[src/mode_bits_consts.vh]
`ifndef MODE_BITS_CONSTS_VH
`define MODE_BITS_CONSTS_VH
// field positions of status_one_mode_bits
`define FRAC_BIT 6
`define WIDE_BIT 10
`define IRQ_DIS_BIT 11
`define HOLD_STOP_BIT 12
// reset values
`define FRAC_RST 1'b0
`define WIDE_RST 1'b0
`define IRQ_DIS_RST 1'b1
`define HOLD_STOP_RST 1'b0
`define STATUS_RST 16'h0800
// mask of bits held by this block
`define ST1_OWN_MASK 16'h1C40
// accumulator limits
`define SAT32_POS 40'h00_7FFF_FFFF
`define SAT32_NEG 40'hFF_8000_0000
`define SAT40_POS 40'h7F_FFFF_FFFF
`define SAT40_NEG 40'h80_0000_0000
// bit-instruction field selects
`define SEL_FRAC 2'h0
`define SEL_HOLD_STOP 2'h1
`define SEL_IRQ_DIS 2'h2
`define SEL_WIDE 2'h3
// legacy unprotected window, in instructions
`define LEGACY_WINDOW 3'h5
`endif

[src/acc_mode_unit.v]
`include "mode_bits_consts.vh"
// d-unit accumulator arithmetic in 32- or 40-bit mode
module acc_mode_unit #(
   parameter W = 40
) (
   // mode
   input wire wide_i,
   input wire sat_en_i,
   // operands
   input wire [W-1:0] a_i,
   input wire [W-1:0] b_i,
   input wire shift_left_i,
   input wire rotate_i,
   input wire rot_in_i,
   // results
   output reg [W-1:0] sum_o,
   output reg carry_o,
   output reg ovf_o,
   output reg sign_o,
   output reg zero_o,
   output reg [W-1:0] shift_o,
   output reg shift_out_o
);
   reg [W:0] full;
   reg s_a;
   reg s_b;
   reg s_r;
   always @* begin
      full = {1'b0, a_i} + {1'b0, b_i};
      s_a = wide_i ? a_i[39] : a_i[31];
      s_b = wide_i ? b_i[39] : b_i[31];
      s_r = wide_i ? full[39] : full[31];
      sign_o = s_a;
      carry_o = wide_i ? full[40] : (a_i[32] ^ b_i[32] ^ full[32]);
      ovf_o = (s_a == s_b) && (s_r != s_a);
      sum_o = full[W-1:0];
      if (sat_en_i && ovf_o) begin
         if (wide_i) begin
            sum_o = s_a ? `SAT40_NEG : `SAT40_POS;
         end else begin
            sum_o = s_a ? `SAT32_NEG : `SAT32_POS;
         end
      end
      zero_o = wide_i ? (a_i == {W{1'b0}}) : (a_i[31:0] == 32'h0000_0000);
      shift_o = a_i;
      if (wide_i) begin
         if (shift_left_i) begin
            shift_out_o = a_i[39];
            shift_o = {a_i[38:0], rotate_i ? rot_in_i : 1'b0};
         end else begin
            shift_out_o = a_i[0];
            shift_o = {rotate_i ? rot_in_i : a_i[39], a_i[39:1]};
         end
      end else begin
         if (shift_left_i) begin
            shift_out_o = a_i[31];
            shift_o = {8'h00, a_i[30:0], rotate_i ? rot_in_i : 1'b0};
         end else begin
            shift_out_o = a_i[0];
            shift_o = {8'h00, rotate_i ? rot_in_i : a_i[31], a_i[31:1]};
         end
      end
   end
endmodule // acc_mode_unit

[src/mode_status_bits.v]
// Behaviour
// - fractional shift at bit 6, reset 0; clear means products pass unshifted
// - fractional shift set shifts every product left by one bit
// - hold stop at bit 12, reset 0; hold request floats external port outputs
// - during granted hold, hold stop 1 stops internal execution, 0 continues
// - irq disable at bit 11, reset 1; blocks maskable interrupts when set
// - nonmaskable interrupts pass regardless of irq disable
// - bit instructions, whole-register write, return-from-interrupt and interrupt entry change irq disable
// - new cores: no maskable interrupt accepted once disable-setting instruction issued
// - old cores: interrupt may still be taken within five following instructions
// - accepted interrupt saves whole status register to data stack
// - software interrupt, software reset, hardware interrupt set disable before entry
// - trap leaves irq disable unchanged
// - return-from-interrupt restores irq disable from saved stack value
// - debug halt ignores irq disable, services only time-critical and nonmaskable interrupts
// - wide mode at bit 10, read/write, reset 0, selects computation mode
// - 32-bit mode: sign, carry, overflow at bit 31
// - 32-bit saturation to 00_7fff_ffff or ff_8000_0000
// - 32-bit zero compare uses bits 31..0
// - 32-bit shifts act on bit 31 boundary
// - 40-bit mode uses bit 39 and saturates to 7f_ffff_ffff or 80_0000_0000
`include "mode_bits_consts.vh"
module mode_status_bits #(
   parameter NEW_CORE = 1,
   parameter PROD_W = 32,
   parameter ACC_W = 40
) (
   // clock and reset
   input wire clk_sys_i,
   input wire rst_n_i,
   // bit set/clear instructions
   input wire bit_set_instr_i,
   input wire bit_clear_instr_i,
   input wire [1:0] bit_sel_i,
   // whole-register write and read
   input wire st1_wr_i,
   input wire [15:0] st1_wdata_i,
   output wire [15:0] status_one_mode_bits_o,
   // instruction stream
   input wire instr_issue_i,
   input wire instr_exec_i,
   input wire software_interrupt_instr_i,
   input wire software_reset_instr_i,
   input wire trap_instr_i,
   input wire reti_instr_i,
   input wire [15:0] stack_st1_i,
   // interrupt sources
   input wire maskable_irq_i,
   input wire nonmaskable_irq_i,
   input wire time_critical_irq_i,
   input wire debug_halt_i,
   output wire irq_take_o,
   output reg stack_push_o,
   output reg [15:0] stack_st1_o,
   // hold from external requester
   input wire hold_req_i,
   output wire hold_ack_o,
   output wire external_memory_port_oe_o,
   output wire exec_stall_o,
   // multiplier path
   input wire [PROD_W-1:0] product_i,
   output reg [PROD_W-1:0] product_o,
   // accumulator path
   input wire sat_en_i,
   input wire [ACC_W-1:0] acc_a_i,
   input wire [ACC_W-1:0] acc_b_i,
   input wire shift_left_i,
   input wire rotate_i,
   input wire rot_in_i,
   output reg [ACC_W-1:0] acc_sum_o,
   output reg acc_carry_o,
   output reg acc_ovf_o,
   output reg acc_sign_o,
   output reg acc_zero_o,
   output reg [ACC_W-1:0] acc_shift_o,
   output reg acc_shift_out_o
);
   ////////////////////////////////////////////////////////////////
   // pin synchronisers
   reg hold_s1_r;
   reg hold_s2_r;
   reg [2:0] irq_s1_r;
   reg [2:0] irq_s2_r;
   always @(posedge clk_sys_i) begin
      if (!rst_n_i) begin
         hold_s1_r <= 1'b0;
         hold_s2_r <= 1'b0;
         irq_s1_r <= 3'h0;
         irq_s2_r <= 3'h0;
      end else begin
         hold_s1_r <= hold_req_i;
         hold_s2_r <= hold_s1_r;
         irq_s1_r <= {time_critical_irq_i, nonmaskable_irq_i, maskable_irq_i};
         irq_s2_r <= irq_s1_r;
      end
   end
   wire mask_irq = irq_s2_r[0];
   wire nmi_irq = irq_s2_r[1];
   wire tc_irq = irq_s2_r[2];
   ////////////////////////////////////////////////////////////////
   // mode bits
   reg frac_r;
   reg hold_stop_r;
   reg irq_dis_r;
   reg wide_r;
   reg frac_nxt;
   reg hold_stop_nxt;
   reg irq_dis_nxt;
   reg wide_nxt;
   reg [2:0] legacy_cnt_r;
   reg [2:0] legacy_cnt_nxt;
   reg dis_pend_r;
   reg dis_pend_nxt;
   wire bit_op = bit_set_instr_i || bit_clear_instr_i;
   wire dis_set_op = bit_set_instr_i && (bit_sel_i == `SEL_IRQ_DIS);
   wire dis_clr_op = bit_clear_instr_i && (bit_sel_i == `SEL_IRQ_DIS);
   wire sw_entry = software_interrupt_instr_i || software_reset_instr_i;
   ////////////////////////////////////////////////////////////////
   // interrupt acceptance
   // effective disable as seen by interrupt acceptance
   wire dis_eff = (NEW_CORE != 0) ? (irq_dis_r || dis_set_op) : irq_dis_r;
   wire mask_ok = !debug_halt_i && mask_irq && !dis_eff;
   wire dbg_ok = debug_halt_i && tc_irq;
   wire hw_take = mask_ok || nmi_irq || dbg_ok;
   wire entry = hw_take || sw_entry;
   assign irq_take_o = hw_take;
   assign status_one_mode_bits_o = {3'h0, hold_stop_r, irq_dis_r, wide_r, 3'h0, frac_r, 6'h00};
   ////////////////////////////////////////////////////////////////
   // fractional-shift field
   always @* begin
      frac_nxt = frac_r;
      if (st1_wr_i) begin
         frac_nxt = st1_wdata_i[`FRAC_BIT];
      end
      if (bit_op && (bit_sel_i == `SEL_FRAC)) begin
         frac_nxt = bit_set_instr_i;
      end
   end
   ////////////////////////////////////////////////////////////////
   // hold-stop field
   always @* begin
      hold_stop_nxt = hold_stop_r;
      if (st1_wr_i) begin
         hold_stop_nxt = st1_wdata_i[`HOLD_STOP_BIT];
      end
      if (bit_op && (bit_sel_i == `SEL_HOLD_STOP)) begin
         hold_stop_nxt = bit_set_instr_i;
      end
   end
   ////////////////////////////////////////////////////////////////
   // wide-accumulator field
   always @* begin
      wide_nxt = wide_r;
      if (st1_wr_i) begin
         wide_nxt = st1_wdata_i[`WIDE_BIT];
      end
      if (bit_op && (bit_sel_i == `SEL_WIDE)) begin
         wide_nxt = bit_set_instr_i;
      end
   end
   ////////////////////////////////////////////////////////////////
   // interrupt-disable field, lowest priority first
   always @* begin
      irq_dis_nxt = irq_dis_r;
      if (st1_wr_i) begin
         irq_dis_nxt = st1_wdata_i[`IRQ_DIS_BIT];
      end
      if (dis_set_op && (NEW_CORE != 0)) begin
         irq_dis_nxt = 1'b1;
      end
      if (dis_clr_op) begin
         irq_dis_nxt = 1'b0;
      end
      // old cores: the set lands after the execute-stage delay
      if (dis_pend_r && instr_exec_i && (legacy_cnt_r <= 3'h1)) begin
         irq_dis_nxt = 1'b1;
      end
      if (reti_instr_i) begin
         irq_dis_nxt = stack_st1_i[`IRQ_DIS_BIT];
      end
      // trap does not touch the disable field
      if (entry) begin
         irq_dis_nxt = 1'b1;
      end
   end
   ////////////////////////////////////////////////////////////////
   // old-core pending window
   always @* begin
      dis_pend_nxt = dis_pend_r;
      legacy_cnt_nxt = legacy_cnt_r;
      if (dis_set_op && (NEW_CORE == 0)) begin
         dis_pend_nxt = 1'b1;
         legacy_cnt_nxt = `LEGACY_WINDOW;
      end
      if (dis_pend_r && instr_exec_i) begin
         if (legacy_cnt_r <= 3'h1) begin
            dis_pend_nxt = 1'b0;
            legacy_cnt_nxt = 3'h0;
         end else begin
            legacy_cnt_nxt = legacy_cnt_r - 3'h1;
         end
      end
      if (entry) begin
         dis_pend_nxt = 1'b0;
      end
   end
   ////////////////////////////////////////////////////////////////
   // field registers
   always @(posedge clk_sys_i) begin
      if (!rst_n_i) begin
         frac_r <= `FRAC_RST;
      end else begin
         frac_r <= frac_nxt;
      end
   end
   always @(posedge clk_sys_i) begin
      if (!rst_n_i) begin
         hold_stop_r <= `HOLD_STOP_RST;
      end else begin
         hold_stop_r <= hold_stop_nxt;
      end
   end
   always @(posedge clk_sys_i) begin
      if (!rst_n_i) begin
         irq_dis_r <= `IRQ_DIS_RST;
      end else begin
         irq_dis_r <= irq_dis_nxt;
      end
   end
   always @(posedge clk_sys_i) begin
      if (!rst_n_i) begin
         wide_r <= `WIDE_RST;
      end else begin
         wide_r <= wide_nxt;
      end
   end
   always @(posedge clk_sys_i) begin
      if (!rst_n_i) begin
         legacy_cnt_r <= 3'h0;
         dis_pend_r <= 1'b0;
      end else begin
         legacy_cnt_r <= legacy_cnt_nxt;
         dis_pend_r <= dis_pend_nxt;
      end
   end
   ////////////////////////////////////////////////////////////////
   // status save on entry and trap
   always @(posedge clk_sys_i) begin
      if (!rst_n_i) begin
         stack_push_o <= 1'b0;
         stack_st1_o <= 16'h0000;
      end else begin
         stack_push_o <= entry || trap_instr_i;
         if (entry || trap_instr_i) begin
            stack_st1_o <= status_one_mode_bits_o;
         end
      end
   end
   ////////////////////////////////////////////////////////////////
   // hold handling
   assign hold_ack_o = hold_s2_r;
   assign external_memory_port_oe_o = !hold_s2_r;
   assign exec_stall_o = hold_s2_r && hold_stop_r;
   ////////////////////////////////////////////////////////////////
   // multiplier result
   always @(posedge clk_sys_i) begin
      if (!rst_n_i) begin
         product_o <= {PROD_W{1'b0}};
      end else if (frac_r) begin
         product_o <= {product_i[PROD_W-2:0], 1'b0};
      end else begin
         product_o <= product_i;
      end
   end
   ////////////////////////////////////////////////////////////////
   // accumulator unit
   wire [ACC_W-1:0] sum_w;
   wire [ACC_W-1:0] shift_w;
   wire carry_w;
   wire ovf_w;
   wire sign_w;
   wire zero_w;
   wire shout_w;
   acc_mode_unit #(
      .W(ACC_W)
   ) u_acc (
      .wide_i(wide_r),
      .sat_en_i(sat_en_i),
      .a_i(acc_a_i),
      .b_i(acc_b_i),
      .shift_left_i(shift_left_i),
      .rotate_i(rotate_i),
      .rot_in_i(rot_in_i),
      .sum_o(sum_w),
      .carry_o(carry_w),
      .ovf_o(ovf_w),
      .sign_o(sign_w),
      .zero_o(zero_w),
      .shift_o(shift_w),
      .shift_out_o(shout_w)
   );
   always @(posedge clk_sys_i) begin
      if (!rst_n_i) begin
         acc_sum_o <= {ACC_W{1'b0}};
         acc_carry_o <= 1'b0;
         acc_ovf_o <= 1'b0;
         acc_sign_o <= 1'b0;
         acc_zero_o <= 1'b0;
         acc_shift_o <= {ACC_W{1'b0}};
         acc_shift_out_o <= 1'b0;
      end else begin
         acc_sum_o <= sum_w;
         acc_carry_o <= carry_w;
         acc_ovf_o <= ovf_w;
         acc_sign_o <= sign_w;
         acc_zero_o <= zero_w;
         acc_shift_o <= shift_w;
         acc_shift_out_o <= shout_w;
      end
   end
endmodule // mode_status_bits

[config.mk]
export PLATFORM = sky130hd
export DESIGN_NAME = mode_status_bits
export DESIGN_NICKNAME = d
export VERILOG_FILES = /design/src/acc_mode_unit.v /design/src/mode_status_bits.v
export VERILOG_INCLUDE_DIRS = /design/src /design/src/src
export SDC_FILE = /design/constraint.sdc
export NUM_CORES = 1
export LEC_CHECK = 0
export ABC_AREA = 1
export BUFFER_PORTS_ARGS = -buffer_cell sky130_fd_sc_hd__buf_2
export CORE_ASPECT_RATIO = 1.1
export CORE_MARGIN = 5
export CORE_UTILIZATION = 30
export CTS_CLUSTER_DIAMETER = 120
export DETAILED_ROUTE_END_ITERATION = 7
export PLACE_DENSITY_LB_ADDON = 0.08
export SYNTH_ARGS = -nofsm -noshare
export SYNTH_HDL_FRONTEND = slang
export SYNTH_SLANG_ARGS = --single-unit
[constraint.sdc]
create_clock -name clk_sys_i -period 4.6 [get_ports clk_sys_i]
set_input_delay 0.92 -clock clk_sys_i [delete_from_list [all_inputs] [get_ports clk_sys_i]]
set_output_delay 0.92 -clock clk_sys_i [all_outputs]
set_load 0.02 [all_outputs]
==> report_table.html <==
<table>
<tr><th>Metric</th><th>Value</th></tr>
<tr><th colspan="2">Synthesis</th></tr>
<tr><td>Adder-Cell Fraction of Synth Area</td><td>6.63%</td></tr>
<tr><td>Cells taking the most area after synthesis</td><td>dfxtp_1, nor2_1, nand2_1</td></tr>
<tr><td>Average footprint of a synthesized cell</td><td>7.27 um2</td></tr>
<tr><td>Share of cell area taken by muxes after synthesis</td><td>0.128%</td></tr>
<tr><td>Post-Synth Simple-Gate Area</td><td>26.0%</td></tr>
<tr><td>Area leader, netlist</td><td>dfxtp_1</td></tr>
<tr><td>Flops &amp; latches, synth</td><td>134</td></tr>
<tr><td>Number of instances in the synthesized netlist</td><td>1,080</td></tr>
<tr><td>Sequential cell area fraction in the yosys report</td><td>34.2%</td></tr>
<tr><td>Unique masters post-synth</td><td>48</td></tr>
<tr><td>Portion of synthesized cell area occupied by the leading cell type</td><td>34.2%</td></tr>
<tr><td>Number of warnings reported in the yosys synthesis log</td><td>0</td></tr>
<tr><td>Synthesized-area fraction occupied by ao, oa, aoi and oai cells</td><td>18.6%</td></tr>
<tr><td>Cell area after synthesis</td><td>7850 um2</td></tr>
<tr><td>Xor/xnor cell area share of the yosys netlist</td><td>4.02%</td></tr>
<tr><td>Dominant combinational cell family by area after synthesis</td><td>simple AND/OR/NAND/NOR gates</td></tr>
<tr><th colspan="2">Clock network</th></tr>
<tr><td>Post-CTS setup buffer count</td><td>0</td></tr>
<tr><td>Clock buffer depth</td><td>2</td></tr>
<tr><td>Worst-Skew Late Latency</td><td>0.42 ns</td></tr>
<tr><td>Number of hold-repair buffers added at the cts stage</td><td>0</td></tr>
<tr><td>Clock input transition at the sequential cells of the worst setup and hold paths</td><td>0.07 ns</td></tr>
<tr><td>Number of clock sinks seen by CTS</td><td>134</td></tr>
<tr><td>Clock tree root buffer cell</td><td>clkbuf_16</td></tr>
<tr><td>Quantity of gates resized following cts</td><td>0</td></tr>
<tr><td>TritonCTS Buffers</td><td>17</td></tr>
<tr><td>TritonCTS clock tree</td><td>done</td></tr>
<tr><td>Number of H-tree branching levels</td><td>4</td></tr>
<tr><th colspan="2">Min path</th></tr>
<tr><td>Hold path startpoint</td><td>irq_s1_r[1]$_SDFF_PN0_</td></tr>
<tr><td>Hold/Removal Path Class</td><td>register to register</td></tr>
<tr><td>Destination of the worst hold path</td><td>irq_s2_r[1]$_SDFF_PN0_</td></tr>
<tr><td>Worst Hold Path Cells</td><td>2</td></tr>
<tr><th colspan="2">Critical path</th></tr>
<tr><td>Data arrival time at the worst-slack endpoint</td><td>3.79 ns</td></tr>
<tr><td>Crit-path leading delay family</td><td>simple AND/OR/NAND/NOR gates</td></tr>
<tr><td>Highest cell delay on the worst timing path</td><td>0.66 ns</td></tr>
<tr><td>Endpoint kind of the worst setup timing path</td><td>register</td></tr>
<tr><td>Most used cell, CP</td><td>nand2_1</td></tr>
<tr><td>Max FO, Critical Path</td><td>23</td></tr>
<tr><td>Worst r2r src</td><td>wide_r$_SDFFE_PN0P_</td></tr>
<tr><td>R2R Setup Slk</td><td>1.49 ns</td></tr>
<tr><td>Required time at the endpoint of the critical path</td><td>4.96 ns</td></tr>
<tr><td>Number of buffer and inverter stages on the critical path</td><td>2</td></tr>
<tr><td>Cells on worst reg2reg path</td><td>8</td></tr>
<tr><td>Critical path type</td><td>primary input to register</td></tr>
<tr><td>Critical R2R Capture</td><td>acc_sum_o[11]$_SDFF_PN0_</td></tr>
<tr><td>Cell with the biggest individual delay on the critical path</td><td>nand4_2</td></tr>
<tr><td>Crit-path cells</td><td>buf_2 -&gt; ha_1 -&gt; nand2_1 -&gt; nor2_2 -&gt; nand2_1 -&gt; nor2_2 -&gt; nand2_1 -&gt; nand3_2 -&gt; nand2_2 -&gt; nand2_1 -&gt; nand2_1 -&gt; nand3_2 -&gt; nand4_2 -&gt; buf_4 -&gt; a21oi_1</td></tr>
<tr><td>CP Launch Type</td><td>primary input</td></tr>
<tr><th colspan="2">GRT</th></tr>
<tr><td>First-pass GRT wire length</td><td>44.5 mm</td></tr>
<tr><td>Number of antenna violations at the first check in global routing</td><td>5</td></tr>
<tr><td>Aggregate global routing overflow</td><td>0</td></tr>
<tr><td>Vias in the first global route</td><td>7,984</td></tr>
<tr><td>Pin count of the biggest net entering global routing</td><td>80</td></tr>
<tr><td>Total global-route track usage</td><td>19.5%</td></tr>
<tr><th colspan="2">Floorplanning</th></tr>
<tr><td>Die area</td><td>29,500 um2</td></tr>
<tr><td>Count of pins on the block boundary</td><td>320</td></tr>
<tr><td>Cell Rows</td><td>62</td></tr>
<tr><td>Horiz. Die Dim</td><td>164 um</td></tr>
<tr><td>Core area</td><td>26,000 um2</td></tr>
<tr><td>Die outline height</td><td>180 um</td></tr>
<tr><td>Starting utilization of the core area</td><td>30.2%</td></tr>
<tr><th colspan="2">Routing</th></tr>
<tr><td>Violation count after the first detailed-routing iteration</td><td>496</td></tr>
<tr><td>Routed length on met2</td><td>14.2 mm</td></tr>
<tr><td>Drt wl/cell</td><td>17.4 um</td></tr>
<tr><td>Average via count per standard cell</td><td>4.60</td></tr>
<tr><td>Via Count</td><td>7,803</td></tr>
<tr><td>Met3 Wirelength</td><td>1.87 mm</td></tr>
<tr><td>Final wirelength</td><td>29.5 mm</td></tr>
<tr><td>Length of routed wiring on met1</td><td>12.7 mm</td></tr>
<tr><td>Number of iterations in the first detailed-routing pass</td><td>4</td></tr>
<tr><td>Uppermost layer routed</td><td>met5</td></tr>
<tr><td>Number of nets still failing antenna checks after routing</td><td>0</td></tr>
<tr><td>Final routed DRC violation total</td><td>0</td></tr>
<tr><th colspan="2">Finish</th></tr>
<tr><td>Total area of sequential cells</td><td>2680 um2</td></tr>
<tr><td>Total area of multi-input combinational cells</td><td>4440 um2</td></tr>
<tr><td>Utilization of the core after routing</td><td>38.2%</td></tr>
<tr><td>Fraction of final layout cells with drive strength greater than 1</td><td>30.8%</td></tr>
<tr><td>Filler instances</td><td>2,843</td></tr>
<tr><td>Number of nets in the final layout</td><td>1,537</td></tr>
<tr><td>Post-route cell area</td><td>9910 um2</td></tr>
<tr><td>Syn-to-layout area delta</td><td>26.3%</td></tr>
<tr><th colspan="2">Power</th></tr>
<tr><td>Total power density per cell area</td><td>375 nW/um2</td></tr>
<tr><td>Worst ir drop on vdd</td><td>0.221 mV</td></tr>
<tr><td>Overall power after layout</td><td>3.72 mW</td></tr>
<tr><td>Leakage power</td><td>5.00 nW</td></tr>
<tr><th colspan="2">Timing</th></tr>
<tr><td>Number of failing hold endpoints at the final stage</td><td>0</td></tr>
<tr><td>Final count of pins violating max slew</td><td>0</td></tr>
<tr><td>Max Clock Freq</td><td>291 MHz</td></tr>
<tr><td>Accumulated negative setup slack</td><td>0 ns</td></tr>
<tr><td>Relative slew margins</td><td>32.7%</td></tr>
<tr><td>Worst-Margin Slew</td><td>1.01 ns</td></tr>
<tr><td>Final setup margin</td><td>1.17 ns</td></tr>
<tr><td>RSZ-0062 raised after global routing</td><td>false</td></tr>
<tr><td>Fraction of the cycle the final worst path needs</td><td>74.6%</td></tr>
<tr><td>Total of endpoints with negative setup slack in the final report</td><td>0</td></tr>
<tr><td>Final Skew</td><td>0.00568 ns</td></tr>
<tr><td>Clock period minus final worst setup slack</td><td>3.43 ns</td></tr>
<tr><th colspan="2">Place</th></tr>
<tr><td># port buffers</td><td>266</td></tr>
<tr><td>Pre-CTS setup slack</td><td>0.701 ns</td></tr>
<tr><td>Dpl hpwl</td><td>23.8 mm</td></tr>
<tr><td>Dpl cell area</td><td>9340 um2</td></tr>
<tr><td>RePlAce Congestion</td><td>0.882</td></tr>
<tr><th colspan="2">Status</th></tr>
<tr><td>Outcome</td><td>finished, final reports clean</td></tr>
<tr><th colspan="2">Job</th></tr>
<tr><td>Number of violations of the max-capacitance limit</td><td>0</td></tr>
</table>
-- worst register-to-register path, stage by stage (launching register included) --
cell,delay [ns]
dfxtp_1,0.67
inv_1,0.31
or2_2,0.34
o21ai_0,0.10
inv_1,0.06
nor2_1,0.20
nand4_2,0.71
buf_4,0.50
a21oi_1,0.15
-- logic make-up (layout without fill, tap and decap cells) --
group	Yosys count	count (layout)
AND/OR/NAND/NOR	445	445
XOR/XNOR	36	36
AO/OA/AOI/OAI	253	253
flip-flops	134	134
adder cells (fa/ha/maj)	41	41
multiplexers	1	1
buffers and inverters	169	409
other	1	27
-- worst max-delay path by stage --
stage                startpoint  depth (start not counted)                       end
floorplan            acc_a_i[0]                         13  acc_sum_o[28]$_SDFF_PN0_
global placement    acc_a_i[22]                         12  acc_sum_o[11]$_SDFF_PN0_
detailed placement  acc_a_i[22]                         12  acc_sum_o[11]$_SDFF_PN0_
CTS                 acc_a_i[22]                         15   acc_sum_o[3]$_SDFF_PN0_
global route        acc_a_i[23]                         13  acc_sum_o[11]$_SDFF_PN0_
finish              acc_a_i[10]                         15  acc_sum_o[11]$_SDFF_PN0_
-- through the flow --
step                std cells  hold WS, ns
finish                   1698        0.410
global route             1698        0.433
CTS                      1695        0.412
detailed placement       1663        0.400
global placement         1663        0.393
floorplan                1103        0.390
-- sequential cells by signal (all words and copies together), names as in the netlist --
signal,count
stack_push_o,1
acc_sum_o,40
product_o,32
acc_sign_o,1
acc_zero_o,1
acc_ovf_o,1
acc_shift_o,40
stack_st1_o,4
hold_ack_o,1
irq_s2_r,3
hold_s1_r,1
acc_carry_o,1
acc_shift_out_o,1
hold_stop_r,1
irq_s1_r,3
irq_dis_r,1
wide_r,1
frac_r,1
-- final cells by class --
cell class                      instances  area share (%)
Multi-Input combinational cell        800            44.8
Tap cell                              352            4.44
Sequential cell                       134            27.1
Clock inverter                         14            1.33
Clock buffer                           18            4.43
Inverter                              104            3.94
Antenna cell                            3          0.0757
Timing Repair Buffer                  273            14.0
-- metal layers --
| layer | up-vias | global-route usage [%] |
|---|---|---|
| li1 | 4000 | - |
| met1 | 3520 | 23.4 |
| met2 | 237 | 33.8 |
| met3 | 42 | 4.56 |
| met4 | 4 | 6.74 |
| met5 | - | 0 |
-- cell usage in the layout (no fill, tap or decap), types with 13 or more instances in the layout --
master,n
inv_1,101
a21oi_2,30
ha_1,40
xnor2_1,13
o21ai_0,101
nand3_1,29
xor2_1,23
nor2_1,172
clkbuf_16,17
dfxtp_1,134
conb_1,24
nand2_1,140
a21oi_1,88
nand2_2,50
buf_2,266
-- power breakdown --
part           internal [mW]  switching, mW
Sequential              1.27         0.0325
Clock                  0.728          0.628
Combinational          0.358          0.702
-- Yosys cell counts, drive strengths merged --
master	n
nand2	193
xor2	23
a21boi	1
a221oi	1
nand4	9
conb	1
nand3	40
or2	2
inv	104
a21oi	119
dfxtp	134
fa	1
buf	40
ha	40
xnor2	13
o21ai	104
nand3b	1
and3	1
o32ai	1
a21o	7
o21bai	4
o21a	2
clkbuf	25
nor4	8
nor3	11
a31oi	9
o41ai	1
nor2	179
and2	1
mux2i	1
a2111oi	1
a211oi	3
(Power assumes the default switching activity.)
